## config.mk

```make
export PLATFORM = sky130hd
export DESIGN_NAME = sample_clock_divider_delay
export DESIGN_NICKNAME = d
export VERILOG_FILES = /design/src/pkg/clock_cond_pkg.sv /design/src/design/sample_clock_divider_delay.sv
export SDC_FILE = /design/constraint.sdc
export NUM_CORES = 1
export LEC_CHECK = 0
export BUFFER_PORTS_ARGS = -buffer_cell sky130_fd_sc_hd__buf_2
export CAP_MARGIN = 0
export CELL_PAD_IN_SITES_DETAIL_PLACEMENT = 0
export CELL_PAD_IN_SITES_GLOBAL_PLACEMENT = 1
export CORE_MARGIN = 4
export CORE_UTILIZATION = 43
export DETAILED_ROUTE_END_ITERATION = 6
export PLACE_DENSITY_LB_ADDON = 0.15
export SLEW_MARGIN = 0
export SYNTH_ARGS = -nofsm -noshare
export SYNTH_HDL_FRONTEND = slang
export SYNTH_SLANG_ARGS = --single-unit
```

## constraint.sdc

```tcl
create_clock -name clk -period 3.9 [get_ports clk]
set_clock_uncertainty 0.05 [all_clocks]
set_input_delay 0.78 -clock clk [delete_from_list [all_inputs] [get_ports clk]]
set_output_delay 0.78 -clock clk [all_outputs]
set_load 0.01 [all_outputs]
```

## src/pkg/clock_cond_pkg.sv

```systemverilog
package clock_cond_pkg;

  localparam int ADDR_W = 16;
  localparam int DATA_W = 8;

  // Register offsets
  localparam logic [15:0] OFS_DIVIDE_RATIO = 16'h0108;
  localparam logic [15:0] OFS_HALF_DELAY = 16'h0109;
  localparam logic [15:0] OFS_SYNC_STATE = 16'h010A;
  localparam logic [15:0] OFS_DIV_STATUS = 16'h010B;
  localparam logic [15:0] OFS_DELAY_CTRL = 16'h0110;
  localparam logic [15:0] OFS_SUPERFINE = 16'h0111;
  localparam logic [15:0] OFS_FINE = 16'h0112;
  localparam logic [15:0] OFS_DUTY_A = 16'h011C;
  localparam logic [15:0] OFS_DUTY_B = 16'h011E;

  // Divide ratio codes
  localparam logic [7:0] RATIO_DIV1 = 8'h00;
  localparam logic [7:0] RATIO_DIV2 = 8'h01;
  localparam logic [7:0] RATIO_DIV4 = 8'h03;

  // Divider terminal counts (ratio minus one)
  localparam logic [1:0] PERIOD_DIV1 = 2'h0;
  localparam logic [1:0] PERIOD_DIV2 = 2'h1;
  localparam logic [1:0] PERIOD_DIV4 = 2'h3;

  // Delay control field
  localparam int DELAY_CODE_W = 3;
  localparam logic [2:0] DELAY_OFF = 3'h0;
  localparam logic [2:0] DELAY_SUPERFINE_A = 3'h2;
  localparam logic [2:0] DELAY_SUPERFINE_B = 3'h6;
  localparam int DELAY_192_BIT = 2;

  // Step limits, largest legal code
  localparam logic [7:0] FINE16_MAX = 8'h0F;
  localparam logic [7:0] FINE192_MAX = 8'hBF;
  localparam logic [7:0] SUPERFINE_MAX = 8'h7F;
  localparam int SUPERFINE_STEP_FS = 250;

  // Reset values
  localparam logic [7:0] RST_DIVIDE_RATIO = 8'h00;
  localparam logic [7:0] RST_HALF_DELAY = 8'h00;
  localparam logic [7:0] RST_SYNC_STATE = 8'h00;
  localparam logic [7:0] RST_DELAY_CTRL = 8'h00;
  localparam logic [7:0] RST_DELAY_VALUE = 8'h00;
  localparam logic [7:0] RST_DUTY_ON = 8'h01;
  localparam logic [7:0] RST_DUTY_OFF = 8'h00;
  localparam int DUTY_EN_BIT = 0;
  localparam int HALF_EN_BIT = 0;

  // Datapath reset pulse length in cycles
  localparam logic [3:0] DP_RST_CYCLES = 4'h4;

  typedef struct packed {
    logic fine_on;
    logic fine_192;
    logic superfine_on;
    logic [7:0] fine_code;
    logic [6:0] superfine_code;
  } delay_drive_t;

endpackage

```

## src/design/sample_clock_divider_delay.sv

```systemverilog
`timescale 1ns/1ps
// How it works
// - Input clock divided by 1, 2 or 4 per divider select register.
// - Valid reference pulse loads the divider with a programmable state.
// - Half-period phase delay enabled through its own register.
// - Half-period delay writes never disturb the serial link.
// - Three-bit field picks fine alone or fine plus superfine; 16 or 192 steps.
// - Eight-bit fine delay value chooses among 16 or 192 steps.
// - Eight-bit superfine value, up to 128 steps of 0.25 ps.
// - Superfine applies only for control codes 0x2 or 0x6.
// - Delay changes act right after the enabling write.
// - Turning fine delay on pulses a sample datapath reset.
// - Fine and superfine value writes never disturb the serial link.
// - Duty stabilisers default on in fast grade, two control registers.
// - Divided clock to converter has 50% duty cycle when dividing by 2 or 4; held high at divide by 1.
// - Samples taken on rising edge of divided clock.
module sample_clock_divider_delay #(
  parameter bit FAST_GRADE = 1'b1
) (
  input wire logic clk,
  input wire logic rst,
  input wire logic cfg_wr_en,
  input wire logic cfg_rd_en,
  input wire logic [clock_cond_pkg::ADDR_W-1:0] cfg_addr,
  input wire logic [clock_cond_pkg::DATA_W-1:0] cfg_wr_data,
  output logic [clock_cond_pkg::DATA_W-1:0] cfg_rd_data,
  input wire logic sysref,
  output logic div_clk,
  output logic sample_en,
  output logic half_delay_sel,
  output clock_cond_pkg::delay_drive_t delay_drive,
  output logic datapath_rst,
  output logic link_disturb,
  output logic duty_stabilizer_first,
  output logic duty_stabilizers_ok,
  output logic duty_stabilizer_second
);
  import clock_cond_pkg::*;

  logic [7:0] ratio_reg;
  logic [7:0] half_reg;
  logic [7:0] sync_state_reg;
  logic [7:0] delay_ctrl_reg;
  logic [7:0] superfine_reg;
  logic [7:0] fine_reg;
  logic [7:0] duty_a_reg;
  logic [7:0] duty_b_reg;
  logic [1:0] cnt_reg;
  logic [1:0] cnt_next;
  logic [1:0] period_reg;
  logic [1:0] period_next;
  logic sysref_d_reg;
  logic sysref_rise;
  logic [3:0] dp_rst_cnt_reg;
  logic [7:0] rd_next;
  logic fine_on_next;

  function automatic logic [1:0] ratio_period(input logic [7:0] code);
    unique case (code)
      RATIO_DIV2: ratio_period = PERIOD_DIV2;
      RATIO_DIV4: ratio_period = PERIOD_DIV4;
      default: ratio_period = PERIOD_DIV1;
    endcase
  endfunction

  function automatic logic wr_hit(input logic en, input logic [15:0] a, input logic [15:0] ofs);
    wr_hit = en && (a == ofs);
  endfunction

  // Configuration registers
  always_ff @(posedge clk or posedge rst) begin
    if (rst) begin
      ratio_reg <= RST_DIVIDE_RATIO;
      half_reg <= RST_HALF_DELAY;
      sync_state_reg <= RST_SYNC_STATE;
      delay_ctrl_reg <= RST_DELAY_CTRL;
      superfine_reg <= RST_DELAY_VALUE;
      fine_reg <= RST_DELAY_VALUE;
    end else begin
      if (wr_hit(cfg_wr_en, cfg_addr, OFS_DIVIDE_RATIO)) begin
        ratio_reg <= cfg_wr_data;
      end
      if (wr_hit(cfg_wr_en, cfg_addr, OFS_HALF_DELAY)) begin
        half_reg <= cfg_wr_data;
      end
      if (wr_hit(cfg_wr_en, cfg_addr, OFS_SYNC_STATE)) begin
        sync_state_reg <= cfg_wr_data;
      end
      if (wr_hit(cfg_wr_en, cfg_addr, OFS_DELAY_CTRL)) begin
        delay_ctrl_reg <= cfg_wr_data;
      end
      if (wr_hit(cfg_wr_en, cfg_addr, OFS_SUPERFINE)) begin
        superfine_reg <= cfg_wr_data;
      end
      if (wr_hit(cfg_wr_en, cfg_addr, OFS_FINE)) begin
        fine_reg <= cfg_wr_data;
      end
    end
  end

  // Duty stabiliser controls, on from reset in the fast grade
  always_ff @(posedge clk or posedge rst) begin
    if (rst) begin
      duty_a_reg <= FAST_GRADE ? RST_DUTY_ON : RST_DUTY_OFF;
      duty_b_reg <= FAST_GRADE ? RST_DUTY_ON : RST_DUTY_OFF;
    end else begin
      if (wr_hit(cfg_wr_en, cfg_addr, OFS_DUTY_A)) begin
        duty_a_reg <= cfg_wr_data;
      end
      if (wr_hit(cfg_wr_en, cfg_addr, OFS_DUTY_B)) begin
        duty_b_reg <= cfg_wr_data;
      end
    end
  end

  assign duty_stabilizer_first = duty_a_reg[DUTY_EN_BIT];
  assign duty_stabilizer_second = duty_b_reg[DUTY_EN_BIT];
  assign duty_stabilizers_ok = duty_stabilizer_first && duty_stabilizer_second;

  // Reference pulse edge detect
  always_ff @(posedge clk or posedge rst) begin
    if (rst) begin
      sysref_d_reg <= 1'b0;
    end else begin
      sysref_d_reg <= sysref;
    end
  end

  assign sysref_rise = sysref && !sysref_d_reg;

  // New ratio is adopted only at a wrap or a reference pulse, so no runt pulse
  always_comb begin
    period_next = period_reg;
    cnt_next = cnt_reg + 2'h1;
    if (sysref_rise) begin
      period_next = ratio_period(ratio_reg);
      cnt_next = sync_state_reg[1:0] & period_next;
    end else if (cnt_reg == period_reg) begin
      period_next = ratio_period(ratio_reg);
      cnt_next = 2'h0;
    end
  end

  always_ff @(posedge clk or posedge rst) begin
    if (rst) begin
      cnt_reg <= 2'h0;
      period_reg <= PERIOD_DIV1;
      div_clk <= 1'b1;
      sample_en <= 1'b1;
    end else begin
      cnt_reg <= cnt_next;
      period_reg <= period_next;
      div_clk <= (cnt_next <= (period_next >> 1));
      sample_en <= (cnt_next == 2'h0);
    end
  end

  assign half_delay_sel = half_reg[HALF_EN_BIT];

  // Delay drive to the analog delay line
  always_ff @(posedge clk or posedge rst) begin
    if (rst) begin
      delay_drive <= '0;
    end else begin
      delay_drive.fine_on <= (delay_ctrl_reg[2:0] != DELAY_OFF);
      delay_drive.fine_192 <= delay_ctrl_reg[DELAY_192_BIT];
      delay_drive.superfine_on <= (delay_ctrl_reg[2:0] == DELAY_SUPERFINE_A) ||
                                  (delay_ctrl_reg[2:0] == DELAY_SUPERFINE_B);
      if (delay_ctrl_reg[DELAY_192_BIT]) begin
        delay_drive.fine_code <= (fine_reg > FINE192_MAX) ? FINE192_MAX : fine_reg;
      end else begin
        delay_drive.fine_code <= (fine_reg > FINE16_MAX) ? FINE16_MAX : fine_reg;
      end
      delay_drive.superfine_code <= (superfine_reg > SUPERFINE_MAX) ? SUPERFINE_MAX[6:0] : superfine_reg[6:0];
    end
  end

  // Datapath reset when the fine delay goes from off to on
  assign fine_on_next = (cfg_wr_data[2:0] != DELAY_OFF);

  always_ff @(posedge clk or posedge rst) begin
    if (rst) begin
      dp_rst_cnt_reg <= 4'h0;
    end else if (wr_hit(cfg_wr_en, cfg_addr, OFS_DELAY_CTRL) && fine_on_next &&
                 (delay_ctrl_reg[2:0] == DELAY_OFF)) begin
      dp_rst_cnt_reg <= DP_RST_CYCLES;
    end else if (dp_rst_cnt_reg != 4'h0) begin
      dp_rst_cnt_reg <= dp_rst_cnt_reg - 4'h1;
    end
  end

  assign datapath_rst = (dp_rst_cnt_reg != 4'h0);
  // No configuration write in this block retrains the serial link
  assign link_disturb = 1'b0;

  // Read back
  always_comb begin
    unique case (cfg_addr)
      OFS_DIVIDE_RATIO: rd_next = ratio_reg;
      OFS_HALF_DELAY: rd_next = half_reg;
      OFS_SYNC_STATE: rd_next = sync_state_reg;
      OFS_DIV_STATUS: rd_next = {3'h0, datapath_rst, period_reg, cnt_reg};
      OFS_DELAY_CTRL: rd_next = delay_ctrl_reg;
      OFS_SUPERFINE: rd_next = superfine_reg;
      OFS_FINE: rd_next = fine_reg;
      OFS_DUTY_A: rd_next = duty_a_reg;
      OFS_DUTY_B: rd_next = duty_b_reg;
      default: rd_next = 8'h00;
    endcase
  end

  always_ff @(posedge clk or posedge rst) begin
    if (rst) begin
      cfg_rd_data <= 8'h00;
    end else if (cfg_rd_en) begin
      cfg_rd_data <= rd_next;
    end
  end

  // Checks
  property p_div2_toggle;
    @(posedge clk) disable iff (rst)
      (period_reg == PERIOD_DIV2 && $past(period_reg) == PERIOD_DIV2 && !$past(sysref_rise))
      |-> (div_clk != $past(div_clk));
  endproperty
  a_div2_toggle: assert property (p_div2_toggle) else $error("div2 clock did not toggle");

  property p_div4_duty;
    @(posedge clk) disable iff (rst)
      (period_reg == PERIOD_DIV4 && cnt_reg == 2'h0 && !sysref_rise) ##1 (!sysref_rise)[*2]
      |-> (!div_clk && $past(div_clk) && $past(div_clk, 2)) ##1 !div_clk;
  endproperty
  a_div4_duty: assert property (p_div4_duty) else $error("div4 clock not half high");

  property p_div1_pass;
    @(posedge clk) disable iff (rst)
      (period_reg == PERIOD_DIV1) |-> (div_clk && sample_en);
  endproperty
  a_div1_pass: assert property (p_div1_pass) else $error("div1 not passed through");

  property p_sync_load;
    @(posedge clk) disable iff (rst)
      sysref_rise |=> (cnt_reg == (($past(sync_state_reg[1:0])) & ratio_period($past(ratio_reg))));
  endproperty
  a_sync_load: assert property (p_sync_load) else $error("reference did not load divider");

  property p_sample_rise;
    @(posedge clk) disable iff (rst)
      (sample_en && period_reg != PERIOD_DIV1) |-> (div_clk && cnt_reg == 2'h0);
  endproperty
  a_sample_rise: assert property (p_sample_rise) else $error("sample not at rising edge");

  property p_ratio_hold;
    @(posedge clk) disable iff (rst)
      ($past(cnt_reg) != $past(period_reg) && !$past(sysref_rise)) |-> $stable(period_reg);
  endproperty
  a_ratio_hold: assert property (p_ratio_hold) else $error("ratio changed mid period");

  property p_superfine_codes;
    @(posedge clk) disable iff (rst)
      delay_drive.superfine_on |-> ($past(delay_ctrl_reg[2:0]) == DELAY_SUPERFINE_A ||
                                    $past(delay_ctrl_reg[2:0]) == DELAY_SUPERFINE_B);
  endproperty
  a_superfine_codes: assert property (p_superfine_codes) else $error("superfine on with wrong code");

  property p_delay_immediate;
    @(posedge clk) disable iff (rst)
      (wr_hit(cfg_wr_en, cfg_addr, OFS_FINE) && cfg_wr_data <= FINE16_MAX)
      ##1 !wr_hit(cfg_wr_en, cfg_addr, OFS_FINE) |=> (delay_drive.fine_code == $past(fine_reg));
  endproperty
  a_delay_immediate: assert property (p_delay_immediate) else $error("fine delay late");

  property p_fine_limit;
    @(posedge clk) disable iff (rst)
      (delay_drive.fine_code <= FINE192_MAX) && (delay_drive.fine_192 || delay_drive.fine_code <= FINE16_MAX);
  endproperty
  a_fine_limit: assert property (p_fine_limit) else $error("fine code beyond step count");

  property p_dp_reset;
    @(posedge clk) disable iff (rst)
      (wr_hit(cfg_wr_en, cfg_addr, OFS_DELAY_CTRL) && cfg_wr_data[2:0] != DELAY_OFF &&
       delay_ctrl_reg[2:0] == DELAY_OFF)
      |=> datapath_rst[*4] ##1 !datapath_rst;
  endproperty
  a_dp_reset: assert property (p_dp_reset) else $error("datapath reset pulse wrong");

  property p_value_no_reset;
    @(posedge clk) disable iff (rst)
      (!datapath_rst && wr_hit(cfg_wr_en, cfg_addr, OFS_FINE)) |=> !datapath_rst && !link_disturb;
  endproperty
  a_value_no_reset: assert property (p_value_no_reset) else $error("value write disturbed path");

  property p_half_no_reset;
    @(posedge clk) disable iff (rst)
      (!datapath_rst && wr_hit(cfg_wr_en, cfg_addr, OFS_HALF_DELAY)) |=> !datapath_rst && !link_disturb;
  endproperty
  a_half_no_reset: assert property (p_half_no_reset) else $error("half delay write disturbed path");

  property p_sf_limit;
    @(posedge clk) disable iff (rst)
      delay_drive.superfine_on |-> (delay_drive.superfine_code ==
        (($past(superfine_reg) > SUPERFINE_MAX) ? SUPERFINE_MAX[6:0] : $past(superfine_reg[6:0])));
  endproperty
  a_sf_limit: assert property (p_sf_limit) else $error("superfine out of range");

  property p_dp_rise_cause;
    @(posedge clk) disable iff (rst)
      $rose(datapath_rst) |-> ($past(delay_ctrl_reg[2:0]) == DELAY_OFF) && (delay_ctrl_reg[2:0] != DELAY_OFF);
  endproperty
  a_dp_rise_cause: assert property (p_dp_rise_cause) else $error("datapath reset without fine enable");

  property p_half_follow;
    @(posedge clk) disable iff (rst)
      wr_hit(cfg_wr_en, cfg_addr, OFS_HALF_DELAY) |=> (half_delay_sel == $past(cfg_wr_data[HALF_EN_BIT]));
  endproperty
  a_half_follow: assert property (p_half_follow) else $error("half delay select not applied");

  property p_duty_first;
    @(posedge clk) disable iff (rst)
      wr_hit(cfg_wr_en, cfg_addr, OFS_DUTY_A) |=> (duty_stabilizer_first == $past(cfg_wr_data[DUTY_EN_BIT]));
  endproperty
  a_duty_first: assert property (p_duty_first) else $error("first stabiliser enable not applied");

  property p_duty_second;
    @(posedge clk) disable iff (rst)
      wr_hit(cfg_wr_en, cfg_addr, OFS_DUTY_B) |=> (duty_stabilizer_second == $past(cfg_wr_data[DUTY_EN_BIT]));
  endproperty
  a_duty_second: assert property (p_duty_second) else $error("second stabiliser enable not applied");

  property p_div2_sample;
    @(posedge clk) disable iff (rst)
      (period_reg == PERIOD_DIV2 && sample_en && !sysref_rise) |=> (!sample_en && !div_clk);
  endproperty
  a_div2_sample: assert property (p_div2_sample) else $error("div2 sample strobe too long");

  c_sync: cover property (@(posedge clk) disable iff (rst) sysref_rise && period_reg == PERIOD_DIV4);
  c_ratio_change: cover property (@(posedge clk) disable iff (rst) $changed(period_reg));
  c_dp_reset: cover property (@(posedge clk) disable iff (rst) $rose(datapath_rst));
  c_superfine: cover property (@(posedge clk) disable iff (rst) $rose(delay_drive.superfine_on));
  c_half: cover property (@(posedge clk) disable iff (rst) $rose(half_delay_sel));

endmodule

```

Yosys cells after proc, flatten, opt, wreduce, memory -nomap -nowiden:

Index checks and enable logic that the tools add are counted.

* add/subtract/negate cells: 2
* magnitude comparators: 4
* eq/ne operators: 14
* multiplexer cells: 13
* bitwise operators: 1
* reductions and logical operators: 21

Operator list (count)
* equality test 16 x 9 -> 1 bit (second input constant): 9
* one-hot mux 8 bit (9 select lines): 1
* two-way mux 8 bit: 3
* logical AND 1 bit: 12
* two-way mux 2 bit: 5
* equality test 8 x 1 -> 1 bit (second input constant): 1
* equality test 8 x 2 -> 1 bit (second input constant): 1
* > comparator 8 x 4 -> 1 bit (second input constant): 1
* > comparator 8 x 7 -> 1 bit (second input constant): 1
* > comparator 8 bit (second input constant): 1
* two-way mux 4 bit: 2
* two-way mux 7 bit: 1
* nonzero test 3 bit: 2
* one-hot mux 2 bit (2 select lines): 1
* nonzero test 2 bit: 2
* nonzero test 4 bit: 1
* subtractor 4 x 1 -> 4 bit (second input constant): 1
* equality test 3 x 2 -> 1 bit (second input constant): 1
* equality test 3 bit (second input constant): 1
* logical NOT 3 bit: 1
* adder 2 x 1 -> 2 bit (second input constant): 1
* AND 2 bit: 1
* equality test 2 bit: 1
* less-or-equal comparator 2 x 1 -> 1 bit: 1
* 3 further kinds: 3

* register bits: 101
* word-level logic and storage cells: 76

Depth between registers and ports, before layout:

* depth in word-level cells: 6
* gate-level depth with buffers: 8
* depth with buffers taken out: 8

Worst setup path before layout:

No wires, ideal clock.

* path type: input to register
* start point: input cfg_addr[9] (netlist name)
* end point: register duty_b_reg[1]
* data arrival time: 2.127 ns
* slack: 1.598 ns
* stages: 5
* path through: nor4b_4 -> nand3_4 -> or3_1 -> buf_6 -> mux2_4

* word-level cells in the longest chain between the ends: 2

RTL lines
* from (decl): RTL line sample_clock_divider_delay.sv:24 `input wire logic [clock_cond_pkg::ADDR_W-1:0] cfg_addr,`
* equality test 16 x 9 -> 1 bit: RTL line sample_clock_divider_delay.sv:67 `wr_hit = en && (a == ofs);`
* logical AND 1 bit: RTL line sample_clock_divider_delay.sv:67
* to (signal assigned): RTL line sample_clock_divider_delay.sv:105 `duty_b_reg <= FAST_GRADE ? RST_DUTY_ON : RST_DUTY_OFF;`
* to (signal assigned): RTL line sample_clock_divider_delay.sv:111 `duty_b_reg <= cfg_wr_data;`
* to (decl): RTL line sample_clock_divider_delay.sv:47 `logic [7:0] duty_b_reg;`

No other way between the ends.
A chain may end at the register's enable or synchronous reset.

Worst setup path in the final report:

* start point: input cfg_addr[1] (netlist name)
* end point: register duty_b_reg[7]

Same word-level chain as after synthesis.

==> results.md <==
* Area grow syn2layout at 13.0%
* DR pass1 iterations at 4
* Nets at 448
* Seq/Total Area, Yosys at 54.4%
* Reg clk slew, reported paths at 100 ps
* Avg Cell Area, Syn at 13.1 um2
* Wire length per cell at 18.9 um
* Gpl congestion at 0.856
* Unrepaired setup endpoints after global routing: false
* Routed WL at 10.5 mm
* Initial core utilization at 44.7%
* Post-route ant nets at 0
* Final setup TNS at 0 ps
* Num rows at 37
* Hold-fix buffers at CTS at 0
* #FFs+latches synth at 101
* Pwr Total at 1.91 mW
* GRT Residual Overflow at 0
* Area leader, netlist: dfrtp_1
* First-pass GRT wire length at 16.8 mm
* Ant. Diodes at 0
* Die area at 12600 um2
* Largest net degree at the start of global routing at 39
* DRC violations left at 0
* DR vias/cell at 5.40
* LEAKAGE at 2.61 nW
* CTS Sinks at 101
* Max-Cap Viols at 0
* Worst reg2reg setup slack at 1820 ps
* Initial DRC Count at 119
* DP Area at 5080 um2
* Final worst path period share at 70.1%
* Root Buffer: clkbuf_8
* FF-to-FF Start: dp_rst_cnt_reg[0]
* Share of cells above drive strength 1 at 42.3%
* Cell Area, Synth at 4660 um2
* Main area contributors after synthesis: dfrtp_1, mux2_2, mux2_4, mux4_2, dfstp_2
* Fin. max-slew vios at 0
* Hold Vio Cnt, Final at 0
* Ports at 63
* Pwr dens at 364 nW/um2
* Critical Path End: duty_b_reg[7]
* Worst setup margin at 1170 ps
* Clk_lat worst skew at 370 ps
* Rel. slew slack at 42.3%
* VDD IR max at 0.193 mV
* Hold Path Class: primary input to async pin
* Crit. End Element: flop
* DP HPWL at 7.52 mm
* DP Cell Count at 541
* Synth cell types at 53
* Startpoint Class: primary input
* Synth Warn # at 0
* CTS Buf Count at 9
* Register bank with the most flops: delay_drive
* Syn nets at 387
* Number of port buffers at 61
* Crit path DAT at 2940 ps
* Least-Margin Pin Slew at 858 ps
* Setup WS pre-CTS at 784 ps
* Max FFs per register at 18
* Core footprint at 10400 um2
* Most used flip-flop cell after synthesis: dfrtp_1
* F_max at 366 MHz
* Beginning of the critical path: cfg_addr[1]
* Critical path class: primary input to flop
* Initial antenna violation count at 0
* Die Span X at 112 um
* Vias in the first global route at 3028
* Post-CTS setup buffers at 0
* Min cycle time layout at 2730 ps
* R2r endpoint: cfg_rd_data[4]
* Final Instance Count excl. Fillers at 557
* Syn Inst Count at 355
* Cell area after layout at 5260 um2
* Worst-path maximum fanout at 19
* CTS H-tree depth at 3
* Asr flop ratio synth at 100%
* Post-CTS Resized at 0
* Total track usage at 17.3%
* Final setup vio count at 0
* FF-to-FF path depth at 6
* Number of synthesized flops with an enable pin at 0
* CTS tree: done
* Outcome: completed
* Clock Tree Buf Depth at 2
* Routed via count at 3010
* Critical Path RT at 4110 ps
* Top-area cell type share of the netlist area at 52.1%
* Die Y at 112 um
[cells in the mapped netlist (5+ instances only)]
cell      instances
mux4_2            5
nor2_1           20
nand2b_1          6
or2_2             7
a21oi_1           7
nor2b_1           6
inv_1            10
nand2_1          11
o22ai_1           7
dfrtp_1          97
mux2_2           56
o21ai_0          10
clkbuf_1          5
mux2i_1           8
mux2_4            8
a22oi_1          11
[cells by family (layout without fill, tap and decap cells)]
family,Yosys count,count (layout),share of synthesized area [%]
muxes,77,77,20.3
buffers and inverters,24,90,2.53
xor gates and xnor gates,5,5,0.941
adders and majority gates,3,3,0.806
and+or+nand+nor,92,92,13.7
other,1,1,0.0805
DFF,101,101,54.4
AOI/OAI and AO/OA,52,52,7.28
[report_power, final]
group / switching, mW / internal (mW) / leakage, nW
Sequential: 0.0183 / 1.07 / 1.37
Clock: 0.362 / 0.267 / 0.0917
Combinational: 0.119 / 0.0745 / 1.16
[worst min path at each step]
stage          depth (start not counted)         startpoint  slack (ps)                 to
3_5_place_dp                           1  delay_ctrl_reg[0]         420    delay_drive[15]
6_report                               2                rst         380      duty_a_reg[7]
4_1_cts                                2                rst         380        half_reg[5]
3_3_place_gp                           1  delay_ctrl_reg[0]         420    delay_drive[15]
5_1_grt                                2                rst         410  dp_rst_cnt_reg[2]
2_1_floorplan                          1  delay_ctrl_reg[0]         380    delay_drive[15]
[layout by cell type, fill, tap and decap left out, types with 7 or more instances in the layout]
cell type / netlist / final
nand2_1: 11 / 11
mux2_2: 56 / 56
clkbuf_8: 0 / 11
mux2_4: 8 / 8
mux2i_1: 8 / 8
dfrtp_1: 97 / 97
a22oi_1: 11 / 11
or2_2: 7 / 7
inv_1: 10 / 9
o22ai_1: 7 / 7
buf_2: 4 / 61
nor2_1: 20 / 20
a21oi_1: 7 / 7
o21ai_0: 10 / 10
[metal layers]
metal / track usage, % / wire (um) / vias to the layer above
met4: 6.81 / 194 / 0
li1: - / - / 1399
met1: 25.4 / 5130 / 1513
met5: 0 / 0 / -
met2: 26.0 / 4690 / 86
met3: 2.75 / 487 / 12
[worst max-delay path: stages]
cell     delay [ps]
buf_2           430
nor2b_1         580
nand3_1         200
or3_1           590
mux2_4          360
[cell type report]
class | instances | area, um2
clock buffers | 11 | 151
repair buffers | 64 | 328
clock inverters | 5 | 33.8
fillers | 944 | 5150
flip-flops and latches | 101 | 2530
well taps | 136 | 170
inverters | 10 | 40.0
multi-input cells | 230 | 2010
[per-stage QoR]
step / utilization, % / hold WS [ps]
4_1_cts: 50.5 / 382
3_3_place_gp: 48.7 / 421
2_1_floorplan: - / 385
3_5_place_dp: 48.7 / 416
6_report: 50.5 / 377
5_1_grt: 50.5 / 407
Note: power is estimated with default switching activity, not from simulation.
